--- config.mk ---
export PLATFORM = sky130hd
export DESIGN_NAME = can_ctrl_filter_idmap
export DESIGN_NICKNAME = d
export VERILOG_FILES = /design/src/design/can_ctrl_pkg.sv /design/src/design/can_accept_filter.sv /design/src/design/can_ctrl_filter_idmap.sv
export SDC_FILE = /design/constraint.sdc
export NUM_CORES = 1
export LEC_CHECK = 0
export ABC_CLOCK_PERIOD_IN_PS = 9400
export BUFFER_PORTS_ARGS = -buffer_cell sky130_fd_sc_hd__buf_2
export CORE_UTILIZATION = 40
export CTS_CLUSTER_DIAMETER = 100
export DETAILED_ROUTE_END_ITERATION = 16
export GPL_ROUTABILITY_DRIVEN = 0
export PLACE_DENSITY = 0.62
export SYNTH_ARGS = -nofsm -noshare
export SYNTH_HDL_FRONTEND = slang
export SYNTH_HIERARCHICAL = 1
export SYNTH_SLANG_ARGS = --single-unit
--- constraint.sdc ---
create_clock -name clk -period 9.4 [get_ports clk]
set_clock_uncertainty 0.2 [all_clocks]
set_input_delay 1.88 -clock clk [delete_from_list [all_inputs] [get_ports clk]]
set_output_delay 1.88 -clock clk [all_outputs]
set_load 0.03 [all_outputs]
--- src/design/can_ctrl_pkg.sv ---
/*
  Shared constants of the CAN control, acceptance filter and identifier block.
  Assumes an 8-bit register port with byte addresses and 8-bit data.
*/
package can_ctrl_pkg;

  ////////////////////////////////////////////////////////////////////////////
  // Register byte addresses.
  localparam logic [7:0] ADDR_MAIN_CTL = 8'h00;
  localparam logic [7:0] ADDR_TX_ERR   = 8'h01;
  localparam logic [7:0] ADDR_RX_STAT  = 8'h02;
  localparam logic [7:0] ADDR_ACC_BASE = 8'h08;
  localparam logic [7:0] ADDR_MSK_BASE = 8'h0c;
  localparam logic [7:0] ADDR_RXBUF    = 8'h20;
  localparam logic [7:0] ADDR_TXBUF    = 8'h30;

  ////////////////////////////////////////////////////////////////////////////
  // Field positions of the main control register, the receive status flag and the IDE bit.
  localparam int BIT_FRM    = 7;
  localparam int BIT_RECEIVER_ACTIVE  = 6;
  localparam int BIT_STOPW  = 5;
  localparam int BIT_SYNC   = 4;
  localparam int BIT_TIMER  = 3;
  localparam int BIT_WAKE   = 2;
  localparam int BIT_SLEEP  = 1;
  localparam int BIT_INIT   = 0;
  localparam int BIT_RXFULL = 0;
  localparam int BIT_IDE    = 3;

  ////////////////////////////////////////////////////////////////////////////
  // Reset values and buffer layout.
  localparam logic [7:0] MAIN_CTL_RESET = 8'h01;
  localparam logic [7:0] ACC_RESET      = 8'h00;
  localparam logic [7:0] MSK_RESET      = 8'h00;
  localparam logic [3:0] TS_HI_BYTE     = 4'he;
  localparam logic [3:0] TS_LO_BYTE     = 4'hf;
  localparam int         BUF_BYTES      = 16;
  localparam int         ID_BYTES       = 4;

endpackage

--- src/design/can_accept_filter.sv ---
/*
  Identifier acceptance filter: compares four identifier bytes with the
  acceptance and mask bytes. Purely combinational; the caller registers it.
  Assumes mask bit 1 means the bit is ignored.
*/
`timescale 1ns/100ps
module can_accept_filter (
  // Identifier bytes of the frame under test.
  input  wire logic [3:0][7:0] id_bytes,
  // Acceptance and mask bytes.
  input  wire logic [3:0][7:0] acc_bytes,
  input  wire logic [3:0][7:0] msk_bytes,
  // Result.
  output logic                 hit
);

  logic [3:0] byte_match;
  logic       is_ext;

  ////////////////////////////////////////////////////////////////////////////
  // Each byte matches when every unmasked bit equals its acceptance bit.
  genvar g;
  generate
    for (g = 0; g < can_ctrl_pkg::ID_BYTES; g++) begin : g_byte
      assign byte_match[g] = ~|((id_bytes[g] ^ acc_bytes[g]) & ~msk_bytes[g]);
    end
  endgenerate

  // Extended frames use all four pairs, standard frames only the first two.
  assign is_ext = id_bytes[1][can_ctrl_pkg::BIT_IDE];
  assign hit    = is_ext ? &byte_match : &byte_match[1:0];

endmodule

--- src/design/can_ctrl_filter_idmap.sv ---
/*
  CAN controller control/status, acceptance registers, timestamp timer and
  message buffers. Assumes a protocol engine beside it that delivers receive
  bytes, frame events, bit ticks and status levels, all synchronous to clk.
*/
`timescale 1ns/100ps
module can_ctrl_filter_idmap (
  // Clock and reset.
  input  wire logic        clk,
  input  wire logic        reset,
  // Register port.
  input  wire logic [7:0]  reg_addr,
  input  wire logic [7:0]  reg_wdata,
  input  wire logic        reg_wr,
  input  wire logic        reg_rd,
  output logic      [7:0]  reg_rdata,
  // Protocol engine status.
  input  wire logic        init_acknowledge,
  input  wire logic        sleep_acknowledge,
  input  wire logic        rx_busy,
  input  wire logic        bus_synced_in,
  input  wire logic        bus_traffic,
  input  wire logic        bit_tick,
  input  wire logic [7:0]  tx_error_counter,
  // Receive byte stream and frame events.
  input  wire logic        rx_byte_wr,
  input  wire logic [3:0]  rx_byte_idx,
  input  wire logic [7:0]  rx_byte_data,
  input  wire logic        rx_frame_valid,
  input  wire logic        msg_acked,
  input  wire logic        msg_acked_tx,
  // Transmit buffer side.
  input  wire logic        tx_buffer_empty_flag,
  input  wire logic        tx_buffer_select,
  input  wire logic [3:0]  tx_rd_idx,
  output logic      [7:0]  tx_rd_data,
  // System wait mode.
  input  wire logic        sys_wait,
  // Control outputs.
  output logic             init_request,
  output logic             sleep_request,
  output logic             bus_clk_en,
  output logic             wake_request,
  output logic             rx_accept,
  output logic             rx_buffer_full_flag
);

  typedef struct packed {
    logic            frm;
    logic            rx_act;
    logic            stop_wait;
    logic            synced;
    logic            timer_en;
    logic            wake_en;
    logic            sleep_req;
    logic            init_req;
    logic [15:0]     timer;
    logic [3:0][7:0] acc;
    logic [3:0][7:0] msk;
    logic            rx_full;
    logic [7:0]      rdata;
    logic            clk_en;
    logic            wake_pulse;
    logic            accept_pulse;
  } state_t;

  state_t          st_r;
  state_t          st_nxt;
  logic [7:0]      bg_buf [16];
  logic [7:0]      fg_buf [16];
  logic [7:0]      tx_buf [16];
  logic [7:0]      tx_rd_r;
  logic [3:0][7:0] bg_id;
  logic            filt_hit;
  logic            init_mode;
  logic            ctl_wr;
  logic            acc_wr;
  logic            msk_wr;
  logic            rxb_sel;
  logic            txb_sel;
  logic            tx_wr_ok;
  logic            copy_fg;

  ////////////////////////////////////////////////////////////////////////////
  // Decode of modes and register strobes.
  assign init_mode = st_r.init_req & init_acknowledge;
  assign ctl_wr    = reg_wr && reg_addr == can_ctrl_pkg::ADDR_MAIN_CTL;
  assign acc_wr    = reg_wr && reg_addr[7:2] == can_ctrl_pkg::ADDR_ACC_BASE[7:2];
  assign msk_wr    = reg_wr && reg_addr[7:2] == can_ctrl_pkg::ADDR_MSK_BASE[7:2];
  assign rxb_sel   = reg_addr[7:4] == can_ctrl_pkg::ADDR_RXBUF[7:4];
  assign txb_sel   = reg_addr[7:4] == can_ctrl_pkg::ADDR_TXBUF[7:4];
  assign tx_wr_ok  = reg_wr && txb_sel && tx_buffer_empty_flag && tx_buffer_select;
  assign copy_fg   = rx_frame_valid && filt_hit && !st_r.rx_full;

  // Identifier bytes of the frame held in the background buffer.
  genvar g;
  generate
    for (g = 0; g < can_ctrl_pkg::ID_BYTES; g++) begin : g_id
      assign bg_id[g] = bg_buf[g];
    end
  endgenerate

  // Acceptance check of the background frame.
  can_accept_filter u_filter (
    .id_bytes  (bg_id),
    .acc_bytes (st_r.acc),
    .msk_bytes (st_r.msk),
    .hit       (filt_hit)
  );

  ////////////////////////////////////////////////////////////////////////////
  // Next-state logic of control, status, timer and filter registers.
  always_comb begin
    st_nxt = st_r;
    st_nxt.wake_pulse   = 1'b0;
    st_nxt.accept_pulse = 1'b0;
    st_nxt.rdata        = 8'h00;
    // Status levels follow the engine outside initialization mode; they never take writes.
    st_nxt.rx_act = rx_busy;
    st_nxt.synced = bus_synced_in;
    // Software writes to the main control register.
    if (ctl_wr) begin
      st_nxt.init_req = reg_wdata[can_ctrl_pkg::BIT_INIT];
      if (!st_r.init_req && !init_acknowledge) begin
        st_nxt.stop_wait = reg_wdata[can_ctrl_pkg::BIT_STOPW];
        st_nxt.timer_en  = reg_wdata[can_ctrl_pkg::BIT_TIMER];
        st_nxt.wake_en   = reg_wdata[can_ctrl_pkg::BIT_WAKE];
        st_nxt.sleep_req = reg_wdata[can_ctrl_pkg::BIT_SLEEP];
        if (reg_wdata[can_ctrl_pkg::BIT_FRM]) begin
          st_nxt.frm = 1'b0;
        end
      end
    end
    // A valid frame sets the flag and wins over a clear in the same cycle.
    // No loopback path exists in this block, so the flag is always meaningful.
    if (rx_frame_valid) begin
      st_nxt.frm = 1'b1;
    end
    // Traffic ends sleep only when wake-up is enabled.
    if (st_r.sleep_req && sleep_acknowledge && st_r.wake_en && bus_traffic) begin
      st_nxt.sleep_req  = 1'b0;
      st_nxt.wake_pulse = 1'b1;
    end
    // Free-running timestamp timer on bit clock ticks.
    // It wraps silently at 16 bits; software only sees it through the stamps.
    if (!st_r.timer_en) begin
      st_nxt.timer = 16'h0000;
    end else if (bit_tick) begin
      st_nxt.timer = st_r.timer + 16'h0001;
    end
    // Acceptance and mask bytes only change in initialization mode.
    if (init_mode && acc_wr) begin
      st_nxt.acc[reg_addr[1:0]] = reg_wdata;
    end
    if (init_mode && msk_wr) begin
      st_nxt.msk[reg_addr[1:0]] = reg_wdata;
    end
    // Receive full flag: accepted frames set it, a written one clears it.
    // A full foreground buffer drops new frames so the one being read stays whole.
    if (reg_wr && reg_addr == can_ctrl_pkg::ADDR_RX_STAT
        && reg_wdata[can_ctrl_pkg::BIT_RXFULL]) begin
      st_nxt.rx_full = 1'b0;
    end
    if (copy_fg) begin
      st_nxt.rx_full      = 1'b1;
      st_nxt.accept_pulse = 1'b1;
    end
    // Initialization mode holds the register at reset except three bits.
    if (init_mode) begin
      st_nxt.frm       = 1'b0;
      st_nxt.rx_act    = 1'b0;
      st_nxt.stop_wait = 1'b0;
      st_nxt.synced    = 1'b0;
      st_nxt.timer_en  = 1'b0;
    end
    // Clock gate for the CPU bus interface in wait mode.
    st_nxt.clk_en = !(st_nxt.stop_wait && sys_wait);
    // Read data, valid the cycle after the strobe; unmapped reads zero.
    if (reg_rd) begin
      if (reg_addr == can_ctrl_pkg::ADDR_MAIN_CTL) begin
        st_nxt.rdata = {st_r.frm, st_r.rx_act, st_r.stop_wait, st_r.synced,
                        st_r.timer_en, st_r.wake_en, st_r.sleep_req,
                        st_r.init_req};
      end else if (reg_addr == can_ctrl_pkg::ADDR_TX_ERR) begin
        st_nxt.rdata = tx_error_counter;
      end else if (reg_addr == can_ctrl_pkg::ADDR_RX_STAT) begin
        st_nxt.rdata = {7'h00, st_r.rx_full};
      end else if (reg_addr[7:2] == can_ctrl_pkg::ADDR_ACC_BASE[7:2]) begin
        st_nxt.rdata = st_r.acc[reg_addr[1:0]];
      end else if (reg_addr[7:2] == can_ctrl_pkg::ADDR_MSK_BASE[7:2]) begin
        st_nxt.rdata = st_r.msk[reg_addr[1:0]];
      end else if (rxb_sel && st_r.rx_full) begin
        st_nxt.rdata = fg_buf[reg_addr[3:0]];
      end else if (txb_sel) begin
        st_nxt.rdata = tx_buf[reg_addr[3:0]];
      end
    end
  end

  // State register; the main control register resets to its printed value.
  always_ff @(posedge clk) begin
    if (reset) begin
      st_r <= '0;
      st_r.init_req  <= can_ctrl_pkg::MAIN_CTL_RESET[can_ctrl_pkg::BIT_INIT];
      st_r.acc       <= {4{can_ctrl_pkg::ACC_RESET}};
      st_r.msk       <= {4{can_ctrl_pkg::MSK_RESET}};
      st_r.clk_en    <= 1'b1;
    end else begin
      st_r <= st_nxt;
    end
  end

  ////////////////////////////////////////////////////////////////////////////
  // Message buffers are plain RAM with no reset value.
  // Background, foreground and transmit buffers; the timestamp lands high
  // byte first in the buffer that the acknowledged frame used.
  always_ff @(posedge clk) begin
    if (rx_byte_wr) begin
      bg_buf[rx_byte_idx] <= rx_byte_data;
    end
    if (msg_acked && st_r.timer_en && !msg_acked_tx) begin
      bg_buf[can_ctrl_pkg::TS_HI_BYTE] <= st_r.timer[15:8];
      bg_buf[can_ctrl_pkg::TS_LO_BYTE] <= st_r.timer[7:0];
    end
    if (copy_fg) begin
      for (int i = 0; i < can_ctrl_pkg::BUF_BYTES; i++) begin
        fg_buf[i] <= bg_buf[i];
      end
    end
    if (tx_wr_ok) begin
      tx_buf[reg_addr[3:0]] <= reg_wdata;
    end
    if (msg_acked && st_r.timer_en && msg_acked_tx) begin
      tx_buf[can_ctrl_pkg::TS_HI_BYTE] <= st_r.timer[15:8];
      tx_buf[can_ctrl_pkg::TS_LO_BYTE] <= st_r.timer[7:0];
    end
    tx_rd_r <= tx_buf[tx_rd_idx];
  end

  ////////////////////////////////////////////////////////////////////////////
  // Outputs straight from flip-flops.
  assign reg_rdata           = st_r.rdata;
  assign init_request        = st_r.init_req;
  assign sleep_request       = st_r.sleep_req;
  assign bus_clk_en          = st_r.clk_en;
  assign wake_request        = st_r.wake_pulse;
  assign rx_accept           = st_r.accept_pulse;
  assign rx_buffer_full_flag = st_r.rx_full;
  assign tx_rd_data          = tx_rd_r;
endmodule

# After elaboration in Yosys (flattened, before gate mapping)
# Memories as Yosys holds them, arrays and structs flattened. A register that Yosys moved wholly into a read port is not among the register bits.
# Cells that the tools add are included.
[op_classes]
bitwise_logic = 15
n_eq_ne = 6
reduce_logical = 48
muxes = 38
magnitude_cmp = 2
add_sub_neg = 1
[ops]
columns = ["cell", "n"]
rows = [
  ["two-way mux 8 bit", 10],
  ["bitwise mux 32 bit", 2],
  ["AND 8 bit", 4],
  ["binary-select mux 8 bit (select 2 bit)", 2],
  ["NOT 8 bit", 4],
  ["OR reduction 8 bit", 4],
  ["XOR 8 bit", 4],
  ["logical AND 1 bit", 22],
  ["two-way mux 1 bit", 20],
  ["adder 16 x 1 -> 16 bit, second input constant", 1],
  ["demux 8 bit (select 2 bit)", 1],
  ["equality test 6 x 2 -> 1 bit, second input constant", 2],
  ["logical NOT 1 bit", 9],
  ["equality test 4 x 2 -> 1 bit, second input constant", 2],
  ["equality test 8 x 1 -> 1 bit, second input constant", 1],
  ["equality test 8 x 2 -> 1 bit, second input constant", 1],
  ["logical NOT 8 bit", 1],
  ["nonzero test 2 bit", 4],
  ["OR reduction 2 bit", 4],
  ["two-way mux 3 bit", 2],
  ["two-way mux 4 bit", 1],
  ["AND reduction 2 bit", 2],
  ["AND reduction 4 bit", 1],
  ["< comparator 2 x 3 -> 1 bit, second input constant", 1],
  ["other kinds (4)", 5],
]
[totals]
mem_bits_rw = 384
elab_cells = 135
regBits = 100
inputBits = 57
mem_count = 3
[mem_list]
columns = ["name", "depth", "word_bits", "read_ports", "rd_clocked_by_memory_dff", "write_ports", "line_no", "text"]
rows = [
  ["bg_buf", 16, 8, 16, 0, 3, "can_ctrl_filter_idmap.sv:69", "logic [7:0] bg_buf [16];"],
  ["fg_buf", 16, 8, 1, 0, 16, "can_ctrl_filter_idmap.sv:70", "logic [7:0] fg_buf [16];"],
  ["tx_buf", 16, 8, 2, 1, 3, "can_ctrl_filter_idmap.sv:71", "logic [7:0] tx_buf [16];"],
]

# Logic depth before layout (Yosys ltp)
# Gate-level depths: netlist of the first run.
# An unclocked memory read counts as a cell.
[logic_depth]
word_depth = 11
mapped_depth = 8

# Hierarchy
# Netlist of the first run, hierarchy kept.
[by_module_without_submodules]
columns = ["module", "area_each_um2", "n_inst", "cells_per_inst", "seq_area_each_um2"]
rows = [
  ["can_ctrl_filter_idmap", 19733.9, 1, 1238, 13693.1],
  ["can_accept_filter", 417.9, 1, 55, 0.0],
]

# Worst setup path after synthesis of the first run
# No wires, ideal clock.
[synth_path]
path_kind = "input to register"
start = "input port rx_frame_valid"
end = "memory fg_buf[0][0] (enable)"
path_buffers = 0
arrival_ns = 4.691
slack_ns = 4.027
required_ns = 8.719
cell_stages = 3
cell_sequence = "nand2_1 -> or2_2 -> inv_1"
[synth_lines]
columns = ["item", "line_no", "text"]
rows = [
  ["from (decl)", "can_ctrl_filter_idmap.sv:29", "input wire logic rx_frame_valid,"],
  ["to (decl)", "can_ctrl_filter_idmap.sv:70", ""],
]

# Worst setup path after layout of the first run
[layout_path]
start = "input port reg_addr[3]"
end = "register st_r[60] (netlist bit)"
[layout_via]
elab_chain_len = 3
[layout_rtl]
columns = ["item", "line_no", "text"]
rows = [
  ["from (decl)", "can_ctrl_filter_idmap.sv:12", "input wire logic [7:0] reg_addr,"],
  ["equality test 6 x 2 -> 1 bit", "can_ctrl_filter_idmap.sv:88", "assign acc_wr = reg_wr && reg_addr[7:2] == can_ctrl_pkg::ADDR_ACC_BASE[7:2];"],
  ["logical AND 1 bit", "can_ctrl_filter_idmap.sv:88", ""],
  ["logical AND 1 bit", "can_ctrl_filter_idmap.sv:152", "if (init_mode && acc_wr) begin"],
  ["to (signal assigned)", "can_ctrl_filter_idmap.sv:209", "st_r <= st_nxt;"],
  ["to (decl)", "can_ctrl_filter_idmap.sv:67", "state_t st_r;"],
]
# Every way passes these cells.
# A chain may end at the register's enable or synchronous reset.

==> PnR_summary.wiki, run 1 <==
{| class="wikitable"
! Metric !! Value
|-
| Relative contribution of the clock network to total power || 44.2%
|-
| Number of vias per cell || 5.72
|-
| Antenna violations before repair || 2
|-
| Sinks on the clock net || 492
|-
| Via count || 11800
|-
| Total track usage || 20.3%
|-
| Setup CP Type || input port to flop
|-
| Number of violations reported at the end of detailed-routing iteration 0 || 1426
|-
| Largest area contributor in the netlist || sky130_fd_sc_hd__edfxtp_1
|-
| Total clock buffers created by CTS || 49
|-
| Post-synthesis instance area || 20200 um2
|-
| Maximum buffer depth of the clock tree || 3
|-
| Maximum fanout along the worst path || 26
|-
| Ys Warns || 6
|-
| Reg2Reg Capture Point || fg_buf[1][7]
|-
| Achievable clock frequency || 200 MHz
|-
| MaxCap Viol Count || 0
|-
| Hold bufs inserted after CTS || 0
|-
| Area of the core || 49400 um2
|-
| Final WL || 51.3 mm
|-
| Net switching fraction of the power || 21.3%
|-
| Sequential area share after synthesis || 67.9%
|-
| Initial core utilization || 40.8%
|-
| Fill cells || 4250
|-
| Crit. path cell count || 6
|-
| Cell depth of the worst flop-to-flop path || 9
|-
| Share of the synthesized area in the top cell type || 57.2%
|-
| Layout net count || 1409
|-
| Internal portion of total power || 0.00362 W
|-
| Max-slew headroom || 23.6%
|-
| Worst slew pin tran || 1.13 ns
|-
| DR DRC count || 0
|-
| Number of enable flip-flop cells after synthesis || 384
|-
| Critical path destination || st_r[60]
|-
| Fin. max-slew vios || 0
|-
| Data required time of the critical path || 9.70 ns
|-
| Fraction of layout cells with a size suffix above 1 || 22.5%
|-
| DP HPWL || 34.1 mm
|-
| Root Driver || sky130_fd_sc_hd__clkbuf_16
|-
| Average cell area after synthesis || 15.6 um2
|-
| Horizontal extent of the die || 226 um
|-
| Post-synth cell types || 54
|-
| Element type at the critical path end || flop
|-
| Number of buffers inserted by post-CTS setup repair || 0
|-
| Cell Chain, Critical Path || buf_2 -> nor2b_1 -> nand3_1 -> nor2_1 -> nand2_1 -> a21oi_1
|-
| Most common library cells after synthesis || sky130_fd_sc_hd__edfxtp_1 (384), sky130_fd_sc_hd__nand2_1 (148), sky130_fd_sc_hd__mux4_2 (120)
|-
| Die Area || 51300 um2
|-
| Post-synthesis net count || 1351
|-
| Largest net degree at the start of global routing || 76
|-
| Maximum vdd drop || 0.000141 V
|-
| Number of global-route vias before repair || 11300
|-
| I/O pins || 79
|-
| CTS clk-pin slew, worst paths || 0.06 ns
|-
| Count leader, synth || sky130_fd_sc_hd__edfxtp_1
|-
| Total of buffers placed on input and output ports || 78
|-
| Tightest hold margin || 0.190 ns
|-
| Total of endpoints with negative setup slack in the final report || 0
|-
| Global-route wire length before repair || 75.4 mm
|-
| Sequential Power Share || 51.2%
|-
| Area taken by multi-input logic gates || 6020 um2
|-
| Largest delay share family, worst path || simple AND/OR/NAND/NOR gates
|-
| GRT Residual Overflow || 0
|-
| Sequential Area || 13700 um2
|-
| Share of synthesized registers carrying an async set or reset || 0%
|-
| Worst path max stage delay || 0.95 ns
|-
| LEAKAGE || 7.26 nW
|-
| Start point of the critical path || reg_addr[3]
|-
| Number of nets with antenna violations after routing || 0
|-
| Slowest cell on the critical path || sky130_fd_sc_hd__nand3_1
|-
| Run status || finished clean
|-
| Die H || 226 um
|-
| Signal arrival time at the worst endpoint || 5.29 ns
|-
| Drt first pass iters || 5
|-
| Clock latency on the worst-skew pair || 0.59 ns
|-
| Layout overhead on the synthesized area || 13.0%
|-
| Combinational share of power || 4.6%
|-
| Final critical path time including I/O delays and setup || 4.99 ns
|-
| Clock tree from TritonCTS || built
|-
| Worst reg-to-reg setup slack || 5.37 ns
|-
| Nature of the critical path startpoint || input port
|-
| Power per unit of standard cell area || 202 nW/um2
|-
| Core Rows || 81
|-
| Number of buffer and inverter stages on the critical path || 1
|-
| Fin. Hold Viols || 0
|-
| Path category of the worst min-delay check || flop to flop
|-
| Number of gates given a new drive strength after cts || 0
|-
| Setup repair after global routing missed its margin || false
|-
| DR WL/cell || 25.0 um
|-
| Share of the cycle needed by the critical path after routing || 53.1%
|-
| Leading post-synthesis cells by cell area || sky130_fd_sc_hd__edfxtp_1 (57%), sky130_fd_sc_hd__mux4_2 (13%), sky130_fd_sc_hd__dfxtp_1 (11%), sky130_fd_sc_hd__nand2_1 (2.8%), sky130_fd_sc_hd__o21ai_0 (1.7%)
|-
| Gate count after technology mapping || 1293
|-
| R2R Path Start || bg_buf[3][3]
|-
| Commonest register cell after synthesis || sky130_fd_sc_hd__edfxtp_1
|-
| Setup tns final || 0 ns
|-
| Net switching power || 0.000980 W
|-
| Deepest level of the CTS H-tree || 2
|-
| Seq cells post-synth || 492
|}
[power by group through the flow]
| stage | Combinational, W | Clock, W | Sequential, W |
|---|---|---|---|
| detailed placement | 0.000213 | 0 | 0.00240 |
| CTS | 0.000213 | 0.00207 | 0.00236 |
| global route | 0.000223 | 0.00213 | 0.00236 |
| finish | 0.000211 | 0.00204 | 0.00236 |
| floorplan | 0.000118 | 0 | 0.00241 |
| global placement | 0.000211 | 0 | 0.00240 |
[cells in the final DEF, fill, tap and decap left out, types with 7 or more instances in the layout]
master                        n
sky130_fd_sc_hd__a21oi_1     64
sky130_fd_sc_hd__a22oi_1     12
sky130_fd_sc_hd__buf_2       76
sky130_fd_sc_hd__buf_4       17
sky130_fd_sc_hd__bufinv_16    7
sky130_fd_sc_hd__clkbuf_1    17
sky130_fd_sc_hd__clkbuf_16   50
sky130_fd_sc_hd__dfxtp_1    108
sky130_fd_sc_hd__edfxtp_1   384
sky130_fd_sc_hd__mux2_2      14
sky130_fd_sc_hd__mux2i_1     26
sky130_fd_sc_hd__mux4_2     120
sky130_fd_sc_hd__nand2_1    148
sky130_fd_sc_hd__nand2b_1     9
sky130_fd_sc_hd__nand3_1     33
sky130_fd_sc_hd__nand4_1     16
sky130_fd_sc_hd__nor2_1      68
sky130_fd_sc_hd__o21ai_0     68
sky130_fd_sc_hd__o21ai_1      8
sky130_fd_sc_hd__o22ai_1     16
sky130_fd_sc_hd__xnor2_1     36
[logic make-up after synthesis]
group,share of synthesized area (%)
xor+xnor,1.83
fa+ha+maj,0.0621
buf+inv,2.22
simple gates,7.44
mux,15.5
flops,67.9
compound gates,5.02
[metrics by stage]
| stage | instances | cell area (um2) | setup slack [ns] | power [W] | utilization (%) |
|---|---|---|---|---|---|
| after floorplan | 1293 | 20200 | 4.03 | 0.00253 | - |
| after global placement | 1964 | 21100 | 3.95 | 0.00262 | 42.7 |
| after global routing | 2056 | 22800 | 4.23 | 0.00471 | 46.1 |
| after CTS | 2056 | 22800 | 4.50 | 0.00464 | 46.1 |
| final | 2057 | 22800 | 4.41 | 0.00460 | 46.1 |
| after detailed placement | 1964 | 21100 | 3.89 | 0.00262 | 42.7 |
[state kept, by name (all words and copies together) (netlist names), 8 cells and up]
name and flops:
fg_buf 128, tx_buf 128, tx_rd_data 8, reg_rdata 8, bg_buf 128, st_r 86
[worst min path at each step]
| stage | start | endpoint | slack, ns | depth (start not counted) |
|---|---|---|---|---|
| global route | bg_buf[14][6] | fg_buf[14][6] | 0.20 | 0 |
| floorplan | bg_buf[10][0] | fg_buf[10][0] | 0.20 | 0 |
| finish | bg_buf[14][6] | fg_buf[14][6] | 0.19 | 0 |
| detailed placement | bg_buf[11][1] | fg_buf[11][1] | 0.20 | 0 |
| CTS | bg_buf[14][6] | fg_buf[14][6] | 0.19 | 0 |
| global placement | bg_buf[10][5] | fg_buf[10][5] | 0.20 | 0 |
[metal layers]
layer / vias to the layer above / wire (um) / track usage (%)
li1: 5125 / - / -
met1: 5966 / 21800 / 28.6
met2: 575 / 23900 / 31.9
met3: 92 / 4410 / 3.95
met4: 0 / 1280 / 5.78
met5: - / 0 / 0
[area by class of cell]
class                      instances  share of cell area, %
sequential                       492                   60.1
multi-input combinational        710                   26.4
clock buffer                      69                   5.90
tap                              664                   3.65
timing repair buffer              94                   2.28
clock inverter                    23                   1.51
inverter                           4                 0.0769
antenna                            1                 0.0110
Power figures use the tool's default switching activity.
==> run 2, diff against run 1 <==
--- a/config.mk
+++ b/config.mk
@@ -5,7 +5,7 @@
 export SDC_FILE = /design/constraint.sdc
 export NUM_CORES = 1
 export LEC_CHECK = 0
-export ABC_CLOCK_PERIOD_IN_PS = 9400
+export ABC_CLOCK_PERIOD_IN_PS = 5200
 export BUFFER_PORTS_ARGS = -buffer_cell sky130_fd_sc_hd__buf_2
 export CORE_UTILIZATION = 40
 export CTS_CLUSTER_DIAMETER = 100
==> constraint.sdc (replaced) <==
create_clock -name clk -period 5.2 [get_ports clk]
set_clock_uncertainty 0.2 [all_clocks]
set_input_delay 1.04 -clock clk [delete_from_list [all_inputs] [get_ports clk]]
set_output_delay 1.04 -clock clk [all_outputs]
set_load 0.03 [all_outputs]
==> run 2 against run 1 <==
Compared with the run above: sequential cell count is the same; non-clock buffer count increased by 9; final cell count increased by 0.29%; sequential share of layout area is 0.089 points lower; first-iteration DRC count down 7.9%; wire length decreased by 2.4%; clock power is 73% higher; critical path depth rose by 3; design area grew 0.15%; largest power group unchanged; highest routed layer is now met5.
==> PnR_summary.wiki, run 2 (synthesis gave the netlist of run 1 again) <==
{| class="wikitable"
! Metric !! Value
|-
| Sinks on the clock net || 492 (unchanged)
|-
| Clock latency on the worst-skew pair || 0.58 ns (was 0.59 ns)
|-
| Horizontal extent of the die || 226 um (unchanged)
|-
| Number of vias per cell || 5.66 (was 5.72)
|-
| Maximum vdd drop || 0.000204 V (was 0.000141 V)
|-
| Maximum fanout along the worst path || 58 (was 26)
|-
| Setup repair after global routing missed its margin || false (unchanged)
|-
| Run status || finished clean (unchanged)
|-
| Final WL || 50.1 mm (was 51.3 mm)
|-
| Setup tns final || 0 ns (unchanged)
|-
| Clock tree from TritonCTS || built (unchanged)
|-
| Maximum buffer depth of the clock tree || 3 (unchanged)
|-
| DR DRC count || 0 (unchanged)
|-
| Top cell by count, worst path || sky130_fd_sc_hd__nand2_1
|-
| Global-route wire length before repair || 74.5 mm (was 75.4 mm)
|-
| Slowest cell on the critical path || sky130_fd_sc_hd__nor4_1 (was sky130_fd_sc_hd__nand3_1)
|-
| Fill cells || 4294 (was 4250)
|-
| Setup CP Type || flop to flop (was input port to flop)
|-
| Fraction of layout cells with a size suffix above 1 || 23.0% (was 22.5%)
|-
| Total clock buffers created by CTS || 48 (was 49)
|-
| Element type at the critical path end || flop (unchanged)
|-
| Total of buffers placed on input and output ports || 78 (unchanged)
|-
| DR WL/cell || 24.3 um (was 25.0 um)
|-
| Number of gates given a new drive strength after cts || 0 (unchanged)
|-
| Number of nets with antenna violations after routing || 0 (unchanged)
|-
| MaxCap Viol Count || 0 (unchanged)
|-
| Nature of the critical path startpoint || flop (was input port)
|-
| Fin. Hold Viols || 0 (unchanged)
|-
| LEAKAGE || 7.29 nW (was 7.26 nW)
|-
| Largest registers ranked by flip-flop count || bg_buf (128), fg_buf (128), tx_buf (128) (unchanged)
|-
| Signal arrival time at the worst endpoint || 3.80 ns (was 5.29 ns)
|-
| Worst slew pin tran || 1.14 ns (was 1.13 ns)
|-
| Die Area || 51300 um2 (unchanged)
|-
| Fin. max-slew vios || 0 (unchanged)
|-
| Antenna violations before repair || 2 (unchanged)
|-
| Via count || 11700 (was 11800)
|-
| Final critical path time including I/O delays and setup || 3.76 ns
|-
| Core Rows || 81 (unchanged)
|-
| CTS clk-pin slew, worst paths || 0.06 ns (about the same)
|-
| I/O pins || 79 (unchanged)
|-
| Total power || 0.00818 W (was 0.00460 W)
|-
| Cell Chain, Critical Path || xnor2_1 -> o22ai_1 -> nor4_1 -> nand2_1 -> a21oi_1 -> nand2_1 -> or2_2 -> inv_4 -> buf_4 (was buf_2 -> nor2b_1 -> nand3_1 -> nor2_1 -> nand2_1 -> a21oi_1)
|-
| Drt first pass iters || 5 (unchanged)
|-
| Die H || 226 um (unchanged)
|-
| Data required time of the critical path || 5.24 ns (was 9.70 ns)
|-
| Hold bufs inserted after CTS || 0 (unchanged)
|-
| Area of the core || 49400 um2 (unchanged)
|-
| Worst path setup slack after routing || 1.44 ns (was 4.41 ns)
|-
| Path category of the worst min-delay check || flop to flop (unchanged)
|-
| R2R Path Start || bg_buf[3][3] (unchanged)
|-
| DP HPWL || 34.2 mm (was 34.1 mm)
|-
| Deepest level of the CTS H-tree || 2 (unchanged)
|-
| Worst reg-to-reg setup slack || 1.44 ns (was 5.37 ns)
|-
| Startpoint of the most critical hold path || bg_buf[11][2] (was bg_buf[14][6])
|-
| Initial core utilization || 40.8% (unchanged)
|-
| Number of violations reported at the end of detailed-routing iteration 0 || 1314 (was 1426)
|-
| Max-slew headroom || 22.9% (was 23.6%)
|-
| Start point of the critical path || bg_buf[3][3] (was reg_addr[3])
|-
| Number of buffer and inverter stages on the critical path || 2 (was 1)
|-
| Largest net degree at the start of global routing || 75 (was 76)
|-
| Total track usage || 19.9% (was 20.3%)
|-
| Share of the cycle needed by the critical path after routing || 72.4%
|-
| Number of buffers inserted by post-CTS setup repair || 0 (unchanged)
|-
| Root Driver || sky130_fd_sc_hd__clkbuf_16 (unchanged)
|-
| Setup Slack @ Placement || 1.33 ns (was 3.89 ns)
|-
| Commonest non-fill, non-tap cells in the layout || sky130_fd_sc_hd__edfxtp_1 (384), sky130_fd_sc_hd__nand2_1 (148), sky130_fd_sc_hd__mux4_2 (120) (unchanged)
|-
| Total of endpoints with negative setup slack in the final report || 0 (unchanged)
|-
| Worst path max stage delay || 0.60 ns (was 0.95 ns)
|-
| Most common cell after layout, fill and taps aside || sky130_fd_sc_hd__edfxtp_1 (unchanged)
|-
| Number of global-route vias before repair || 11500 (was 11300)
|-
| Layout net count || 1417 (was 1409)
|-
| Achievable clock frequency || 266 MHz
|-
| GRT Residual Overflow || 0 (unchanged)
|-
| Power per unit of standard cell area || 359 nW/um2 (was 202 nW/um2)
|-
| Layout overhead on the synthesized area || 13.2% (was 13.0%)
|-
| Largest delay share family, worst path || simple AND/OR/NAND/NOR gates (unchanged)
|}
[run 2: final cells by class]
class | count | area, um2 | share of cell area, %
well taps | 664 | 831 | 3.64
clock inverters | 26 | 282 | 1.23
multi-input cells | 710 | 6030 | 26.4
clock buffers | 63 | 1340 | 5.88
flip-flops and latches | 492 | 13700 | 60.0
repair buffers | 103 | 612 | 2.68
diodes | 1 | 2.50 | 0.0110
inverters | 4 | 17.5 | 0.0768
[run 2: path summary, 6_finish.rpt]
check                  end  cells after the start
max           fg_buf[2][6]                      9
min          fg_buf[11][2]                      0
max reg2reg   fg_buf[2][6]                      9
min reg2reg  fg_buf[11][2]                      0
[run 2: where the power goes]
part           leakage, nW  internal, W  switching, W
registers             4.33      0.00425     0.0000104
logic                 2.17     0.000138      0.000245
clock network        0.792      0.00207       0.00147
total                 7.29      0.00646       0.00172
[run 2: stage by stage]
| step | util (%) | cell area (um2) | hold WS, ns | instances |
|---|---|---|---|---|
| after floorplan | - | 20200 | 0.200 | 1293 |
| after global placement | 42.9 | 21200 | 0.200 | 1973 |
| after detailed placement | 42.9 | 21200 | 0.205 | 1973 |
| after CTS | 46.2 | 22800 | 0.217 | 2062 |
| after global routing | 46.2 | 22800 | 0.221 | 2062 |
| final | 46.2 | 22800 | 0.218 | 2063 |
[run 2: routing by layer]
| layer | vias up | wire [um] | GRT usage, % |
|---|---|---|---|
| met1 | 5950 | 21500 | 28.2 |
| met2 | 508 | 23700 | 31.7 |
| met3 | 83 | 3470 | 2.70 |
| li1 | 5140 | - | - |
| met5 | - | 13 | 0 |
| met4 | 2 | 1410 | 6.32 |
==> run 3, diff against run 2 <==
--- a/config.mk
+++ b/config.mk
@@ -5,13 +5,13 @@
 export SDC_FILE = /design/constraint.sdc
 export NUM_CORES = 1
 export LEC_CHECK = 0
-export ABC_CLOCK_PERIOD_IN_PS = 5200
+export ABC_CLOCK_PERIOD_IN_PS = 3400
 export BUFFER_PORTS_ARGS = -buffer_cell sky130_fd_sc_hd__buf_2
 export CORE_UTILIZATION = 40
 export CTS_CLUSTER_DIAMETER = 100
 export DETAILED_ROUTE_END_ITERATION = 16
 export GPL_ROUTABILITY_DRIVEN = 0
-export PLACE_DENSITY = 0.62
+export PLACE_DENSITY = 0.64
 export SYNTH_ARGS = -nofsm -noshare
 export SYNTH_HDL_FRONTEND = slang
 export SYNTH_HIERARCHICAL = 1
==> constraint.sdc (replaced) <==
create_clock -name clk -period 3.4 [get_ports clk]
set_clock_uncertainty 0.2 [all_clocks]
set_input_delay 0.68 -clock clk [delete_from_list [all_inputs] [get_ports clk]]
set_output_delay 0.68 -clock clk [all_outputs]
set_load 0.03 [all_outputs]
==> run 3 against run 2 <==
Compared with the run above: sequential cell count stayed put; design area is 1.3% higher; worst setup slack worse by 1.2 ns; clock-buffer cell count is 6 lower; clock power is 48% higher; sequential share of layout area is 0.77 points lower; worst hold slack worse by 0.16 ns; fmax is 19% higher; final cell count is 1.9% higher; non-clock buffer count is 42 higher; largest cell class unchanged.
==> PnR_summary.wiki, run 3 (synthesis gave the netlist of run 1 again) <==
{| class="wikitable"
! Metric !! Value
|-
| Final Cell Area || 23100 um2 (was 22800 um2)
|-
| Clock tree from TritonCTS || built (unchanged)
|-
| Die Area || 51300 um2 (unchanged)
|-
| DR DRC count || 0 (unchanged)
|-
| Via count || 11900 (was 11700)
|-
| Setup CP Type || flop to flop (unchanged)
|-
| Number of placed cells counting well taps || 2015 (was 1973)
|-
| Top cell by count, worst path || sky130_fd_sc_hd__nand2_1 (unchanged)
|-
| Total clock buffers created by CTS || 48 (unchanged)
|-
| Layout net count || 1459 (was 1417)
|-
| Area taken by multi-input logic gates || 6020 um2 (was 6030 um2)
|-
| Run status || finished clean (unchanged)
|-
| GRT Residual Overflow || 0 (unchanged)
|-
| Maximum fanout along the worst path || 45 (was 58)
|-
| Total placed instance area || 21600 um2 (was 21200 um2)
|-
| Element type at the critical path end || flop (unchanged)
|-
| Number of nets with antenna violations after routing || 0 (unchanged)
|-
| Initial core utilization || 40.8% (unchanged)
|-
| Global-route wire length before repair || 75.3 mm (was 74.5 mm)
|-
| Sinks on the clock net || 492 (unchanged)
|-
| Slowest cell on the critical path || sky130_fd_sc_hd__edfxtp_1 (was sky130_fd_sc_hd__nor4_1)
|-
| CTS clk-pin slew, worst paths || 0.06 ns (about the same)
|-
| Root Driver || sky130_fd_sc_hd__clkbuf_16 (unchanged)
|-
| Data required time of the critical path || 3.47 ns (was 5.24 ns)
|-
| Cell Chain, Critical Path || xnor2_1 -> o22ai_1 -> nor4_1 -> nand2_1 -> a21oi_1 -> nand2_1 -> or2_4 -> clkinvlp_4 -> buf_12 (was xnor2_1 -> o22ai_1 -> nor4_1 -> nand2_1 -> a21oi_1 -> nand2_1 -> or2_2 -> inv_4 -> buf_4)
|-
| Fraction of layout cells with a size suffix above 1 || 25.1% (was 23.0%)
|-
| Core Rows || 81 (unchanged)
|-
| Share of the cycle needed by the critical path after routing || 92.6% (was 72.4%)
|-
| Achievable clock frequency || 318 MHz (was 266 MHz)
|-
| Final critical path time including I/O delays and setup || 3.15 ns (was 3.76 ns)
|-
| Number of violations reported at the end of detailed-routing iteration 0 || 1438 (was 1314)
|-
| Maximum buffer depth of the clock tree || 3 (unchanged)
|-
| Horizontal extent of the die || 226 um (unchanged)
|-
| Fin. max-slew vios || 0 (unchanged)
|-
| Number of gates given a new drive strength after cts || 0 (unchanged)
|-
| Total of buffers placed on input and output ports || 78 (unchanged)
|-
| Cell Count, Final, Fillers Out || 2103 (was 2063)
|-
| Path category of the worst min-delay check || input port to flop (was flop to flop)
|-
| Max-slew headroom || 35.0% (was 22.9%)
|-
| DR WL/cell || 24.2 um (was 24.3 um)
|-
| Drt first pass iters || 5 (unchanged)
|-
| Fill cells || 4238 (was 4294)
|-
| Antenna violations before repair || 3 (was 2)
|-
| Sequential Area || 13700 um2 (unchanged)
|-
| DP HPWL || 35.0 mm (was 34.2 mm)
|-
| Largest registers ranked by flip-flop count || bg_buf (128), fg_buf (128), tx_buf (128) (unchanged)
|-
| Worst slew pin tran || 0.968 ns (was 1.14 ns)
|-
| Worst path max stage delay || 0.43 ns (was 0.60 ns)
|-
| Final WL || 50.9 mm (was 50.1 mm)
|-
| Layout overhead on the synthesized area || 14.6% (was 13.2%)
|-
| Fin. Hold Viols || 0 (unchanged)
|-
| Number of cells on the worst hold path || 2 (was 0)
|-
| Cell depth of the worst flop-to-flop path || 9 (unchanged)
|-
| Total track usage || 20.1% (was 19.9%)
|-
| Number of buffers inserted by post-CTS setup repair || 0 (unchanged)
|-
| Total of endpoints with negative setup slack in the final report || 0 (unchanged)
|-
| Setup tns final || 0 ns (unchanged)
|-
| Maximum vdd drop || 0.000361 V (was 0.000204 V)
|-
| Total power || 0.0124 W (was 0.00818 W)
|-
| Commonest non-fill, non-tap cells in the layout || sky130_fd_sc_hd__edfxtp_1 (384), sky130_fd_sc_hd__nand2_1 (148), sky130_fd_sc_hd__mux4_2 (120) (unchanged)
|-
| Number of global-route vias before repair || 11700 (was 11500)
|-
| Signal arrival time at the worst endpoint || 3.22 ns (was 3.80 ns)
|-
| Most common cell after layout, fill and taps aside || sky130_fd_sc_hd__edfxtp_1 (unchanged)
|-
| Power per unit of standard cell area || 536 nW/um2 (was 359 nW/um2)
|-
| Die H || 226 um (unchanged)
|-
| Number of vias per cell || 5.65 (was 5.66)
|-
| Clock latency on the worst-skew pair || 0.59 ns (was 0.58 ns)
|-
| Hold bufs inserted after CTS || 0 (unchanged)
|-
| Nature of the critical path startpoint || flop (unchanged)
|-
| LEAKAGE || 7.46 nW (was 7.29 nW)
|-
| Setup repair after global routing missed its margin || false (unchanged)
|-
| Largest net degree at the start of global routing || 54 (was 75)
|-
| I/O pins || 79 (unchanged)
|-
| MaxCap Viol Count || 0 (unchanged)
|-
| Area of the core || 49400 um2 (unchanged)
|-
| Deepest level of the CTS H-tree || 2 (unchanged)
|}
-- run 3: changes by cell type in the layout (fill, tap and decap cells not counted), moves of 3 or more --
cell                         delta
sky130_fd_sc_hd__buf_12         +5
sky130_fd_sc_hd__buf_4         +37
sky130_fd_sc_hd__clkbuf_8       -4
sky130_fd_sc_hd__clkinv_2       -3
sky130_fd_sc_hd__clkinvlp_4     +3
sky130_fd_sc_hd__inv_6          +3
-- run 3: path summary, 6_finish.rpt --
check	end	from	slack, ns
worst min-delay path	bus_clk_en	sys_wait	0.06
worst max-delay path	fg_buf[12][5]	bg_buf[0][1]	0.25
worst max register to register	fg_buf[12][5]	bg_buf[0][1]	0.25
worst min register to register	fg_buf[8][4]	bg_buf[8][4]	0.22
-- run 3: metal layers --
| layer | GRT usage, % | part of all wire, % | vias up |
|---|---|---|---|
| met5 | 0 | 0.026 | - |
| met2 | 31.7 | 47 | 600 |
| met4 | 6.67 | 2.8 | 2 |
| li1 | - | - | 5207 |
| met1 | 28.0 | 41 | 5996 |
| met3 | 4.02 | 9.6 | 78 |
-- run 3: worst max-delay path, delay by kind of cell, from the launching register on --
kind                      cells  cell delay (ns)
DFF                           1             0.43
and+or+nand+nor               4             0.85
buffers and inverters         2             0.59
xor gates and xnor gates      1             0.25
AOI/OAI and AO/OA             2             0.46
-- run 3: cell type report --
cell class | count | share of cell area [%]
antenna | 2 | 0.0217
clock buffer | 57 | 5.35
clock inverter | 29 | 1.33
inverter | 4 | 0.0812
multi-input combinational | 710 | 26.1
sequential | 492 | 59.3
tap | 664 | 3.60
timing repair buffer | 145 | 4.28
-- run 3: power breakdown --
part	leakage, nW	internal, W	switching [W]
sequential	4.33	0.00650	0.0000159
clock	0.739	0.00293	0.00231
combinational	2.39	0.000228	0.000385
-- run 3: stage by stage --
step / hold slack (ns) / worst slack (ns) / util, %
after floorplan: 0.200 / -0.0715 / -
after global placement: 0.200 / 0.349 / 43.7
after detailed placement: 0.205 / 0.353 / 43.7
after CTS: 0.0483 / 0.343 / 46.8
after global routing: 0.0598 / 0.166 / 46.8
final: 0.0597 / 0.251 / 46.8
